==> config.mk <==
export PLATFORM = sky130hd
export DESIGN_NAME = sdram_ctrl_end_flat
export DESIGN_NICKNAME = d
export VERILOG_FILES = /design/src/verilog/sdram_pkg.sv /design/src/verilog/sdram_link_if.sv /design/src/verilog/sdram_ctrl_end.sv /design/src/flat_wrapper.sv
export SDC_FILE = /design/constraint.sdc
export NUM_CORES = 1
export LEC_CHECK = 0
export ABC_AREA = 1
export BUFFER_PORTS_ARGS = -buffer_cell sky130_fd_sc_hd__buf_2
export CELL_PAD_IN_SITES_DETAIL_PLACEMENT = 0
export CELL_PAD_IN_SITES_GLOBAL_PLACEMENT = 2
export CORE_ASPECT_RATIO = 0.9
export CORE_MARGIN = 2
export CORE_UTILIZATION = 37
export CTS_BUF_LIST = sky130_fd_sc_hd__clkbuf_8
export DETAILED_ROUTE_END_ITERATION = 7
export HOLD_SLACK_MARGIN = 0.12
export PLACE_DENSITY_LB_ADDON = 0.25
export SETUP_SLACK_MARGIN = 0.4
export SLEW_MARGIN = 20
export SYNTH_ARGS = -nofsm -noshare
export SYNTH_HDL_FRONTEND = slang
export SYNTH_SLANG_ARGS = --single-unit
==> constraint.sdc <==
create_clock -name clk_sys -period 3.95 [get_ports clk_sys]
set_input_delay 0.1975 -clock clk_sys [delete_from_list [all_inputs] [get_ports clk_sys]]
set_output_delay 0.1975 -clock clk_sys [all_outputs]
set_load 0.02 [all_outputs]
==> src/verilog/sdram_pkg.sv <==
// Command codes, mode fields and timing counts shared by both SDRAM link ends
package sdram_pkg;
  // Link widths
  localparam int DQ_W   = 16;
  localparam int DM_W   = DQ_W / 8;
  localparam int BA_W   = 2;
  localparam int AD_W   = 13;
  localparam int COL_AW = 10;
  localparam int U_AW   = BA_W + AD_W + COL_AW;

  // Clock and times as printed
  localparam int CLK_NS          = 10;
  localparam int T_RAS_NS        = 50;
  localparam int T_RAS_MAX_NS    = 120000;
  localparam int T_RC_SLOW_NS    = 70;
  localparam int T_RC_FAST_NS    = 68;
  localparam int T_RCD_NS        = 20;
  localparam int T_RP_NS         = 20;
  localparam int T_RRD_NS        = 20;
  localparam int T_WR_NS         = 15;
  localparam int T_WR_AP_NS      = 7;
  localparam int T_XSR_NS        = 80;
  localparam int T_RFC_NS        = 70;
  localparam int T_REF_MS        = 64;
  localparam int REF_ROWS        = 8192;
  localparam int T_PWRUP_US      = 100;
  localparam int T_CK_CL2_SLOW_NS = 13;
  localparam int T_CK_CL2_FAST_NS = 10;

  // Least times round up, longest times round down, never below one cycle
  function automatic int cyc_up(int ns);
    return (ns + CLK_NS - 1) / CLK_NS < 1 ? 1 : (ns + CLK_NS - 1) / CLK_NS;
  endfunction
  function automatic int cyc_dn(int ns);
    return ns / CLK_NS < 1 ? 1 : ns / CLK_NS;
  endfunction

  localparam int C_RAS     = cyc_up(T_RAS_NS);
  localparam int C_RAS_MAX = cyc_dn(T_RAS_MAX_NS);
  localparam int C_RC_SLOW = cyc_up(T_RC_SLOW_NS);
  localparam int C_RC_FAST = cyc_up(T_RC_FAST_NS);
  localparam int C_RCD     = cyc_up(T_RCD_NS);
  localparam int C_RP      = cyc_up(T_RP_NS);
  localparam int C_RRD     = cyc_up(T_RRD_NS);
  localparam int C_WR      = cyc_up(T_WR_NS);
  localparam int C_WR_AP   = cyc_up(CLK_NS + T_WR_AP_NS);
  localparam int C_XSR     = cyc_up(T_XSR_NS);
  localparam int C_RFC     = cyc_up(T_RFC_NS);
  localparam int C_REFI    = cyc_dn(T_REF_MS * 1000000 / REF_ROWS);
  localparam int C_PWRUP   = cyc_up(T_PWRUP_US * 1000);
  // Counts given directly in clocks
  localparam int C_DPL      = 2;
  localparam int C_DAL_SLOW = 4;
  localparam int C_DAL_FAST = 5;
  localparam int C_MRD      = 3;
  localparam int C_XSR_NOP  = 2;
  localparam int C_INIT_REF = 2;
  localparam int C_DQZ      = 2;

  // Mode word fields and the auto/all precharge address bit
  localparam int         MR_BL_LSB  = 0;
  localparam int         MR_CAS_LSB = 4;
  localparam int         AP_BIT     = 10;
  localparam logic [2:0] MR_BL_RST  = 3'h0;
  localparam logic [2:0] MR_CAS_RST = 3'h3;

  // Command code as {row strobe, column strobe, write strobe}, all active low
  typedef enum logic [2:0] {
    CMD_MRS = 3'h0,
    CMD_REF = 3'h1,
    CMD_PRE = 3'h2,
    CMD_ACT = 3'h3,
    CMD_WR  = 3'h4,
    CMD_RD  = 3'h5,
    CMD_BST = 3'h6,
    CMD_NOP = 3'h7
  } cmd_t;
endpackage

==> src/verilog/sdram_link_if.sv <==
// Command, address, mask and data wires between controller and memory
`timescale 1ns/100ps
interface sdram_link_if;
  import sdram_pkg::*;
  logic              cke;
  logic              cs_n;
  cmd_t              cmd;
  logic [BA_W-1:0]   ba;
  logic [AD_W-1:0]   addr;
  logic [DM_W-1:0]   dqm;
  logic [DQ_W-1:0]   dq_c;
  logic              dq_c_oe;
  logic [DQ_W-1:0]   dq_m;
  logic [DM_W-1:0]   dq_m_oe;

  modport ctrl (output cke, cs_n, cmd, ba, addr, dqm, dq_c, dq_c_oe,
                input  dq_m, dq_m_oe);
  modport mem  (input  cke, cs_n, cmd, ba, addr, dqm, dq_c, dq_c_oe,
                output dq_m, dq_m_oe);
endinterface

==> src/verilog/sdram_ctrl_end.sv <==
// Controller end of the SDRAM link: init, refresh, row cycles and self refresh
`timescale 1ns/100ps
// Overview of operation
// - Row open 50 ns, closed within 120 us
// - Same-bank activations spaced 70 or 68 ns
// - Activate to column command at least 20 ns
// - Precharge to next activate at least 20 ns
// - Activations of different banks 20 ns apart
// - All 8192 rows refreshed every 64 ms
// - Manual precharge two clocks after write data
// - Auto-precharge write: activate 4 or 5 clocks later
// - Auto precharge starts after clock plus 7 ns
// - Self refresh exit to activate 80 ns
// - Column commands may come every clock
// - CKE acts with one clock of latency
// - Write mask blocks same-cycle data
// - Read mask turns outputs off two clocks later
// - Write data travels with the write command
// - Next command one clock after last write data
// - Mode load to activate or refresh: three clocks
// - Precharge ends read output CAS latency later
// - Power-up wait, two refreshes, repeat after lapse
// - CAS latency 2 needs slow enough clock
// - Clock steady during accesses; CKE slows rate
// - No-operations for the self refresh exit interval
module sdram_ctrl_end #(
  parameter int CAS_LAT     = 3,
  parameter bit SLOW_GRADE  = 1'b1,
  parameter bit WR_AUTO_PRE = 1'b1,
  parameter int PWRUP_CYC   = sdram_pkg::C_PWRUP,
  parameter int REFI_CYC    = sdram_pkg::C_REFI
)(
  input  wire logic                   clk_sys,
  input  wire logic                   nrst,
  sdram_link_if.ctrl                  link,
  input  wire logic                   req_valid,
  input  wire logic                   req_write,
  input  wire logic [sdram_pkg::U_AW-1:0] req_addr,
  input  wire logic [sdram_pkg::DQ_W-1:0] req_wdata,
  output logic                        req_ack,
  output logic [sdram_pkg::DQ_W-1:0]  rd_data,
  output logic                        rd_valid,
  input  wire logic                   sleep_req,
  output logic                        asleep,
  output logic                        init_done
);
  import sdram_pkg::*;

  localparam int C_RC     = SLOW_GRADE ? C_RC_SLOW : C_RC_FAST;
  localparam int C_DAL    = SLOW_GRADE ? C_DAL_SLOW : C_DAL_FAST;
  localparam int C_CK_CL2 = SLOW_GRADE ? T_CK_CL2_SLOW_NS : T_CK_CL2_FAST_NS;
  localparam int C_WRP    = C_WR > C_DPL ? C_WR : C_DPL;
  localparam int C_XW     = C_XSR > C_XSR_NOP ? C_XSR : C_XSR_NOP;
  localparam logic [AD_W-1:0] MODE_WORD = AD_W'(CAS_LAT << MR_CAS_LSB);

  // CAS latency 2 only where the clock period allows it
  if (CAS_LAT < 2 || CAS_LAT > 3 || (CAS_LAT == 2 && CLK_NS < C_CK_CL2))
  begin : g_chk_cl
    $error("sdram_ctrl_end: CAS latency not usable at this clock");
  end
  if (PWRUP_CYC < 1 || PWRUP_CYC > 65535 || REFI_CYC < 8 || REFI_CYC > 65535)
  begin : g_chk_cnt
    $error("sdram_ctrl_end: count parameter out of range");
  end

  typedef enum logic [2:0] {
    ST_POWER = 3'h0,
    ST_PALL  = 3'h1,
    ST_IREF  = 3'h2,
    ST_WAIT  = 3'h3,
    ST_IDLE  = 3'h4,
    ST_ACT   = 3'h5,
    ST_RW    = 3'h6,
    ST_SELF  = 3'h7
  } state_t;

  state_t             state_q;
  logic               exiting_q;
  logic [15:0]        wait_q, refi_q;
  logic [3:0]         rc_q, ras_q;
  logic [1:0]         refs_q;
  logic               ref_due_q;
  logic [3:0]         rdp_q;
  logic               cke_q, cs_n_q, ack_q, wr_q, asleep_q, done_q, rdv_q;
  cmd_t               cmd_q;
  logic [BA_W-1:0]    ba_q;
  logic [AD_W-1:0]    addr_q;
  logic [COL_AW-1:0]  col_q;
  logic [DQ_W-1:0]    dq_q, wdata_q, rd_q;
  logic               dq_oe_q;

  // Refresh interval; the tick wins over a refresh that clears it together
  always_ff @(posedge clk_sys or negedge nrst)
    if (!nrst)
    begin
      refi_q    <= 16'h0;
      ref_due_q <= 1'b0;
    end
    else if (refi_q == 16'h0)
    begin
      refi_q    <= 16'(REFI_CYC - 1);
      ref_due_q <= done_q;
    end
    else
    begin
      refi_q <= refi_q - 16'h1;
      if (!cs_n_q && cmd_q == CMD_REF)
        ref_due_q <= 1'b0;
    end

  // Row timers started by the activate on the wires
  always_ff @(posedge clk_sys or negedge nrst)
    if (!nrst)
    begin
      rc_q  <= 4'h0;
      ras_q <= 4'h0;
    end
    else if (!cs_n_q && cmd_q == CMD_ACT)
    begin
      rc_q  <= 4'(C_RC - 2);
      ras_q <= 4'(C_RAS - 2);
    end
    else
    begin
      if (rc_q != 4'h0)
        rc_q <= rc_q - 4'h1;
      if (ras_q != 4'h0)
        ras_q <= ras_q - 4'h1;
    end

  // Read capture CAS latency clocks after the read on the wires
  always_ff @(posedge clk_sys or negedge nrst)
    if (!nrst)
    begin
      rdp_q <= 4'h0;
      rd_q  <= '0;
      rdv_q <= 1'b0;
    end
    else
    begin
      rdp_q <= {rdp_q[2:0], !cs_n_q && cmd_q == CMD_RD};
      rdv_q <= rdp_q[CAS_LAT-1];
      if (rdp_q[CAS_LAT-1])
        rd_q <= link.dq_m;
    end

  // Command sequencer; wait_q counts clocks until the next command may go
  always_ff @(posedge clk_sys or negedge nrst)
    if (!nrst)
    begin
      state_q   <= ST_POWER;
      exiting_q <= 1'b0;
      wait_q    <= 16'(PWRUP_CYC - 1);
      refs_q    <= 2'h0;
      cke_q     <= 1'b1;
      cs_n_q    <= 1'b1;
      cmd_q     <= CMD_NOP;
      ba_q      <= '0;
      addr_q    <= '0;
      col_q     <= '0;
      dq_q      <= '0;
      dq_oe_q   <= 1'b0;
      wdata_q   <= '0;
      wr_q      <= 1'b0;
      ack_q     <= 1'b0;
      asleep_q  <= 1'b0;
      done_q    <= 1'b0;
    end
    else
    begin
      cs_n_q  <= 1'b1;
      cmd_q   <= CMD_NOP;
      dq_oe_q <= 1'b0;
      ack_q   <= 1'b0;
      if (wait_q != 16'h0)
        wait_q <= wait_q - 16'h1;
      unique case (state_q)
        // Power-up pause, then precharge all banks
        ST_POWER:
          if (wait_q == 16'h0)
          begin
            cs_n_q         <= 1'b0;
            cmd_q          <= CMD_PRE;
            addr_q[AP_BIT] <= 1'b1;
            wait_q         <= 16'(C_RP - 1);
            state_q        <= ST_PALL;
          end
        ST_PALL:
          if (wait_q == 16'h0)
          begin
            refs_q  <= 2'(C_INIT_REF);
            state_q <= ST_IREF;
          end
        // Two refreshes, then mode load on first pass only
        ST_IREF:
          if (wait_q == 16'h0)
          begin
            cs_n_q <= 1'b0;
            if (refs_q != 2'h0)
            begin
              cmd_q  <= CMD_REF;
              refs_q <= refs_q - 2'h1;
              wait_q <= 16'(C_RFC - 1);
            end
            else if (done_q)
            begin
              cs_n_q  <= 1'b1;
              state_q <= ST_IDLE;
            end
            else
            begin
              cmd_q   <= CMD_MRS;
              addr_q  <= MODE_WORD;
              wait_q  <= 16'(C_MRD - 1);
              done_q  <= 1'b1;
              state_q <= ST_WAIT;
            end
          end
        ST_WAIT:
          if (wait_q == 16'h0)
            state_q <= ST_IDLE;
        // Refresh first, then sleep, then a user access
        ST_IDLE:
          if (ref_due_q)
          begin
            cs_n_q  <= 1'b0;
            cmd_q   <= CMD_REF;
            wait_q  <= 16'(C_RFC - 1);
            state_q <= ST_WAIT;
          end
          else if (sleep_req)
          begin
            cs_n_q    <= 1'b0;
            cmd_q     <= CMD_REF;
            cke_q     <= 1'b0;
            asleep_q  <= 1'b1;
            exiting_q <= 1'b0;
            wait_q    <= 16'(C_RAS - 1);
            state_q   <= ST_SELF;
          end
          else if (req_valid && rc_q == 4'h0)
          begin
            cs_n_q  <= 1'b0;
            cmd_q   <= CMD_ACT;
            ba_q    <= req_addr[U_AW-1 -: BA_W];
            addr_q  <= req_addr[COL_AW +: AD_W];
            col_q   <= req_addr[COL_AW-1:0];
            wr_q    <= req_write;
            wdata_q <= req_wdata;
            ack_q   <= 1'b1;
            wait_q  <= 16'(C_RCD - 1);
            state_q <= ST_ACT;
          end
        // Column command; write data rides on the same clock
        ST_ACT:
          if (wait_q == 16'h0)
          begin
            cs_n_q         <= 1'b0;
            cmd_q          <= wr_q ? CMD_WR : CMD_RD;
            addr_q         <= AD_W'(col_q);
            addr_q[AP_BIT] <= wr_q && WR_AUTO_PRE;
            dq_q           <= wdata_q;
            dq_oe_q        <= wr_q;
            if (wr_q && WR_AUTO_PRE)
            begin
              wait_q  <= 16'(C_DAL - 1);
              state_q <= ST_WAIT;
            end
            else
            begin
              wait_q  <= wr_q ? 16'(C_WRP - 1) : 16'h0;
              state_q <= ST_RW;
            end
          end
        // Close the row as soon as allowed, far inside the longest open time
        ST_RW:
          if (wait_q == 16'h0 && ras_q == 4'h0)
          begin
            cs_n_q         <= 1'b0;
            cmd_q          <= CMD_PRE;
            addr_q[AP_BIT] <= 1'b0;
            wait_q         <= 16'(C_RP - 1);
            state_q        <= ST_WAIT;
          end
        // Self refresh; on exit only no-operations, then two refreshes
        ST_SELF:
          if (!exiting_q && wait_q == 16'h0 && !sleep_req)
          begin
            cke_q     <= 1'b1;
            exiting_q <= 1'b1;
            wait_q    <= 16'(C_XW - 1);
          end
          else if (exiting_q && wait_q == 16'h0)
          begin
            asleep_q <= 1'b0;
            refs_q   <= 2'(C_INIT_REF);
            state_q  <= ST_IREF;
          end
      endcase
    end

  // Clock runs free throughout; rate is never changed mid-access
  assign link.cke     = cke_q;
  assign link.cs_n    = cs_n_q;
  assign link.cmd     = cmd_q;
  assign link.ba      = ba_q;
  assign link.addr    = addr_q;
  assign link.dqm     = '0;
  assign link.dq_c    = dq_q;
  assign link.dq_c_oe = dq_oe_q;
  assign req_ack      = ack_q;
  assign rd_data      = rd_q;
  assign rd_valid     = rdv_q;
  assign asleep       = asleep_q;
  assign init_done    = done_q;
endmodule

==> src/flat_wrapper.sv <==
// flat-port wrapper written by rule: the top's interface ports become plain ports
module sdram_ctrl_end_flat import sdram_pkg::*;
#(
  parameter int CAS_LAT     = 3,
  parameter bit SLOW_GRADE  = 1'b1,
  parameter bit WR_AUTO_PRE = 1'b1,
  parameter int PWRUP_CYC   = sdram_pkg::C_PWRUP,
  parameter int REFI_CYC    = sdram_pkg::C_REFI
)
  (clk_sys, nrst, req_valid, req_write, req_addr, req_wdata, req_ack, rd_data, rd_valid, sleep_req, asleep, init_done, link_cke, link_cs_n, link_cmd, link_ba, link_addr, link_dqm, link_dq_c, link_dq_c_oe, link_dq_m, link_dq_m_oe);
  sdram_link_if link_i ();
  input  wire logic clk_sys;
  input  wire logic nrst;
  input  wire logic req_valid;
  input  wire logic req_write;
  input  wire logic [sdram_pkg::U_AW-1:0] req_addr;
  input  wire logic [sdram_pkg::DQ_W-1:0] req_wdata;
  output logic req_ack;
  output logic [sdram_pkg::DQ_W-1:0] rd_data;
  output logic rd_valid;
  input  wire logic sleep_req;
  output logic asleep;
  output logic init_done;
  output wire logic [$bits(link_i.cke)-1:0] link_cke;
  output wire logic [$bits(link_i.cs_n)-1:0] link_cs_n;
  output wire logic [$bits(link_i.cmd)-1:0] link_cmd;
  output wire logic [$bits(link_i.ba)-1:0] link_ba;
  output wire logic [$bits(link_i.addr)-1:0] link_addr;
  output wire logic [$bits(link_i.dqm)-1:0] link_dqm;
  output wire logic [$bits(link_i.dq_c)-1:0] link_dq_c;
  output wire logic [$bits(link_i.dq_c_oe)-1:0] link_dq_c_oe;
  input wire logic [$bits(link_i.dq_m)-1:0] link_dq_m;
  input wire logic [$bits(link_i.dq_m_oe)-1:0] link_dq_m_oe;
  assign link_cke = link_i.cke;
  assign link_cs_n = link_i.cs_n;
  assign link_cmd = link_i.cmd;
  assign link_ba = link_i.ba;
  assign link_addr = link_i.addr;
  assign link_dqm = link_i.dqm;
  assign link_dq_c = link_i.dq_c;
  assign link_dq_c_oe = link_i.dq_c_oe;
  assign link_i.dq_m = link_dq_m;
  assign link_i.dq_m_oe = link_dq_m_oe;
  sdram_ctrl_end #(.CAS_LAT(CAS_LAT), .SLOW_GRADE(SLOW_GRADE), .WR_AUTO_PRE(WR_AUTO_PRE), .PWRUP_CYC(PWRUP_CYC), .REFI_CYC(REFI_CYC)) u_core (.clk_sys(clk_sys), .nrst(nrst), .link(link_i), .req_valid(req_valid), .req_write(req_write), .req_addr(req_addr), .req_wdata(req_wdata), .req_ack(req_ack), .rd_data(rd_data), .rd_valid(rd_valid), .sleep_req(sleep_req), .asleep(asleep), .init_done(init_done));
endmodule
# == Word-level counts from Yosys, hierarchy flattened ==
# Cells that the tools add are included.
# W data, S select, Z words.
# word_totals
ff_bits,134
input_bits,64
output_inout_bits,59
word_cells,185
# op_classes
addsub,5
eq_ne,27
n_mux,88
bitwise,3
reduce_logical,37
# ops
operator,n
$mux W16,12
$pmux W16 S6,1
$mux W13,7
$mux W3,23
$logic_not A16 Y1,2
$sub A16 B1 Y16 const B,2
$pmux W10 S3,1
$mux W1,26
$pmux W3 S8,1
$ne A2 B1 Y1 const B,10
$reduce_and A10 Y1,2
$mux W4,4
$reduce_bool A16 Y1,1
$eq A3 B3 Y1 const B,5
$pmux W3 S5,1
$mux W2,6
$ne A2 B2 Y1 const B,6
$pmux W2 S3,2
$reduce_bool A2 Y1,5
$eq A3 B2 Y1 const B,3
$logic_and A1 B1 Y1,8
$logic_not A4 Y1,2
$reduce_and A4 Y1,2
$reduce_and A8 Y1,1
18 further kinds,27

# == Depth between registers and ports, before layout ==
# depth
ltp_word,6
ltp_mapped,14
ltp_nobuf,13

# == Worst setup path before layout ==
# OpenSTA, ideal clock, no wires.
# synth_path
path_kind,reg-to-reg
startpoint,register u_core.wait_q[0]
endpoint,register u_core.wait_q[0]
setup_time_ns,0.073
arrival_time_ns,1.734
path_slack_ns,2.143
path_stages_with_launch,13
synth_period_minus_slack_ns,1.807
cell_sequence,dfstp_2 -> inv_1 -> ha_1 -> inv_1 -> nor2_1 -> nand2_1 -> nor2_2 -> nand2_2 -> ha_1 -> inv_1 -> a21boi_0 -> nor2_1 -> a21oi_1
# synth_via
elab_chain_len,6
elab_cells_between_ends,18
# synth_rtl
item,line,text
from (decl),sdram_ctrl_end.sv:79,"logic [15:0] wait_q, refi_q;"
from (signal assigned),sdram_ctrl_end.sv:153,wait_q <= 16'(PWRUP_CYC - 1);
from (signal assigned),sdram_ctrl_end.sv:176,wait_q <= wait_q - 16'h1;
from (signal assigned),sdram_ctrl_end.sv:185,wait_q <= 16'(C_RP - 1);
$sub A16 B1 Y16 or $reduce_bool A16 Y1 (tied branches),"sdram_ctrl_end.sv:176, sdram_ctrl_end.sv:175",
$mux W16,sdram_ctrl_end.sv:175,if (wait_q != 16'h0)
$mux W16 (on tied branches),"sdram_ctrl_end.sv:241, sdram_ctrl_end.sv:205",
$mux W16 (on tied branches),"sdram_ctrl_end.sv:231, sdram_ctrl_end.sv:199",
$mux W16 (on tied branches),"sdram_ctrl_end.sv:224, sdram_ctrl_end.sv:196",
$pmux W16 S6 *,sdram_ctrl_end.sv:177,unique case (state_q)
# Mark *: on every way between the ends. The rest lies on a longest branch, timed or not.
# A chain may end at the register's enable or synchronous reset.

# == Final worst setup path ==
# layout_path
startpoint,register u_core.wait_q[0]
endpoint,register u_core.dq_q[15] (netlist: u_core.link.dq_c[15])
# layout_via
elab_chain_len,2
# layout_rtl
item,line,text
$logic_not A16 Y1,sdram_ctrl_end.sv:256,if (wait_q == 16'h0)
$reduce_and A2 Y1 (no line),n/a,
to (signal assigned),sdram_ctrl_end.sv:262,dq_q <= wdata_q;
to (decl),sdram_ctrl_end.sv:89,"logic [DQ_W-1:0] dq_q, wdata_q, rd_q;"
# No other way between the ends.

==> summary.txt <==
Worst setup path
  – RR Startpoint: u_core.wait_q[0]$_DFF_PN1_
  – Critical Path End Type: flip-flop
  – Cell count of the worst reg-to-reg path: 10
  – CP Class: flip-flop to flip-flop
  – Worst endpoint required time: 4290 ps
  – Critical path arrival: 2870 ps
  – Setup crit start kind: flip-flop
  – CP max FO: 31
  – Flop-to-flop setup slack: approximately 1400 ps
  – R2R Path End: u_core.link.dq_c[15]$_DFFE_PN0P_

Global routing
  – GRT Max-Usage Layer: met2
  – First-pass GRT wire length: approximately 27 mm
  – Largest net degree at the start of global routing: around 110
  – Grt met2 use: between 30% and 40%
  – Global Route Usage Sum: a little under a fifth
  – Vias in the first global route: between 5000 and 6000
  – Initial antenna violation count: 0
  – GR Overflow Total: 0
  – Grt met3 use: roughly 4.7%
  – Met1 Use GR: about 25%

Layout
  – Final-layout fill cell count: roughly 1700
  – Layout cells sized above 1: about 24%
  – Final Util: 47.8%
  – # diodes: 0
  – Area occupied by multi-input gates: 2740 µm²
  – Nets: 1008
  – Area delta synth->final: 27.7%
  – FF+latch area: around 3400 µm²

Routing
  – Post-route ant nets: 0
  – Drt initial violations: between 200 and 300
  – DRC viols: 0
  – Wirelength, routed: about 17 mm
  – DRT Pass-1 Iters: 5
  – WL per Instance: about 14 µm
  – Vias: ~5500
  – Via-per-instance ratio: ~4.7

Synthesis
  – Synth top area cells: dfrtp_1, nand2_1, nor2_1
  – Post-synthesis mux area share: ~3%
  – Synth warnings: 0
  – Area fraction in compound gates after synthesis: a little under a tenth
  – FF+latch count, synth: roughly 130
  – Synth top cells by count: nand2_1, dfrtp_1, nor2_1
  – Post-Synthesis Cells: 755
  – Top-count cell post-synth: nand2_1
  – Sequential area share after synthesis: about half
  – Largest family of logic cells by synthesized area: simple AND/OR/NAND/NOR gates
  – Post-synth top area cell: dfrtp_1
  – Post-Synth Simple-Gate Area: 25.7%
  – Mapped cell area: around 6500 µm²
  – Synth top area share: between 40% and 50%
  – FFs w/ async S/R, synth: 100%
  – Synth Flop Type: dfrtp_1
  – Synth cell types: 41
  – Number of synthesized flops with an enable pin: 0
  – Adder-cell share of the synthesized area: roughly 1.9%
  – Post-Synth XOR/XNOR Area: under 10%
  – Avg Cell Area, Syn: between 8 and 9 µm²

Clock network
  – Inserted Clock Buffers: 17
  – Root Buffer: clkbuf_8
  – Post CTS Setup Buffer Count: 0
  – Max clock buf depth: 2
  – Clock Sinks: 134
  – CTS clk-pin slew, worst paths: roughly 80 ps
  – Worst-Skew Late Latency: around 450 ps
  – Clock H-tree levels: 4
  – TritonCTS clock tree: done

Placed design
  – I/O Buffers: approximately 120
  – RePlAce Congestion: 0.878
  – DP HPWL: about 12 mm

Pwr
  – Leakage power: 4.22 nW
  – Power per cell area: approximately 320 nW/µm²
  – Peak supply drop: ~0.00020 V
  – Tot Pwr: about 2.7 mW

Timing
  – Max Slew Vio Count: 0
  – Worst slew pin tran: roughly 950 ps
  – Tmin final: around 2500 ps
  – Count of final setup violators: 0
  – Worst Clk Skew: about 12 ps
  – Total negative slack: 0 ps
  – RSZ-0062 raised after global routing: no
  – Period utilization: 64.0%
  – Normalized max-slew margin: 36.6%
  – Max Freq: roughly 400 MHz
  – Final Hold Vio Count: 0

Worst hold path
  – Min-Delay Path Depth: 5
  – Hold Path End: u_core.link.addr[6]$_DFFE_PN0P_
  – Worst Hold Class: input pin to flip-flop
  – Hold Startpoint: req_addr[16]

Outcome
  – Status: complete, no violations

Flow run
  – Maxcap violations: 0

Floorplanning
  – Overall die width: between 100 and 150 µm
  – Site Rows: 46
  – Io pins: about 120
  – Die boundary height: around 130 µm
  – Initial Util: 37.4%
  – Core ar.: 17400 µm²
  – Die area: roughly 19000 µm²
## worst max-delay path, stage by stage, from the launching register on
cell	delay, ps
dfstp_2	580
inv_1	90
ha_1	210
inv_1	50
nor2_1	40
nand2_1	70
nor2_2	60
nand2_2	130
inv_2	80
nand2_1	700
mux2_2	410
## worst max-delay path by stage
stage	from	end	slack (ps)	cells past startpoint
2_1_floorplan	u_core.wait_q[0]$_DFF_PN1_	u_core.wait_q[0]$_DFF_PN1_	2140	12
3_5_place_dp	u_core.wait_q[0]$_DFF_PN1_	u_core.link.dq_c[15]$_DFFE_PN0P_	1420	10
3_3_place_gp	u_core.wait_q[0]$_DFF_PN1_	u_core.link.dq_c[15]$_DFFE_PN0P_	1400	10
4_1_cts	u_core.wait_q[0]$_DFF_PN1_	u_core.link.dq_c[15]$_DFFE_PN0P_	1380	10
6_report	u_core.wait_q[0]$_DFF_PN1_	u_core.link.dq_c[15]$_DFFE_PN0P_	1420	10
5_1_grt	u_core.wait_q[0]$_DFF_PN1_	u_core.link.dq_c[15]$_DFFE_PN0P_	1190	10
## state kept, by name (all words and copies together) (netlist names), 2 cells and up
register          flops
u_core.col_q         10
u_core.link.addr     13
u_core.link.ba        2
u_core.link.cmd       3
u_core.link.dq_c     16
u_core.ras_q          4
u_core.rc_q           4
u_core.rd_data       16
u_core.rdp_q          3
u_core.refi_q        16
u_core.refs_q         2
u_core.state_q        3
u_core.wait_q        16
u_core.wdata_q       16
## placed cells by master, fill, tap and decap left out, types with 5 or more instances in the layout
| cell | Yosys | layout |
|---|---|---|
| a21oi_1 | 19 | 19 |
| buf_2 | 4 | 117 |
| clkbuf_8 | 0 | 21 |
| dfrtp_1 | 121 | 121 |
| dfstp_2 | 13 | 13 |
| dlygate4sd3_1 | 0 | 57 |
| ha_1 | 10 | 10 |
| inv_1 | 77 | 77 |
| mux2_2 | 17 | 17 |
| nand2_1 | 175 | 175 |
| nand3_1 | 38 | 38 |
| nand4_1 | 13 | 13 |
| nor2_1 | 97 | 96 |
| nor2_2 | 10 | 10 |
| nor2_4 | 6 | 7 |
| nor3_1 | 6 | 6 |
| o21ai_0 | 66 | 66 |
| o21ai_2 | 6 | 6 |
| or2_2 | 5 | 5 |
| xnor2_1 | 7 | 7 |
| xor2_1 | 10 | 10 |
## routing by layer
layer,vias to the layer above,share of wire (%)
met2,125,46
met4,0,0.68
met3,7,5.1
li1,2785,-
met5,-,0
met1,2617,48
## cell families after synthesis
group,after synthesis
simple gates,370
fa+ha+maj,10
buf+inv,101
flops,134
xor+xnor,17
mux,17
compound gates,105
other cells,1
## power by group
group	internal [mW]	switching, mW	total [mW]
sequential	1.37	0	1.37
combinational	0.0596	0.0468	0.106
clock	0.621	0.573	1.19
## metrics by stage
step / instance area (µm²) / cells / worst slack, ps / hold slack (ps)
after CTS: 8330 / 1187 / 1380 / 146
final: 8330 / 1187 / 1420 / 165
after detailed placement: 7340 / 1098 / 1420 / 345
after global routing: 8330 / 1187 / 1190 / 202
after global placement: 7340 / 1098 / 1400 / 336
after floorplan: 6520 / 756 / 2140 / -98.1
## timing repair
item / CTS / global route
hold endpoints to repair: 159 / 0
hold buffers: 57 / 0
resized for setup: 0 / 0
## area by class of cell
cell class / count / share of cell area (%)
tap: 240 / 3.61
clock inverter: 12 / 1.67
clock buffer: 20 / 3.31
timing repair buffer: 178 / 14.3
inverter: 82 / 3.73
multi-input combinational: 521 / 32.9
sequential: 134 / 40.5
Power figures use the tool's default switching activity.
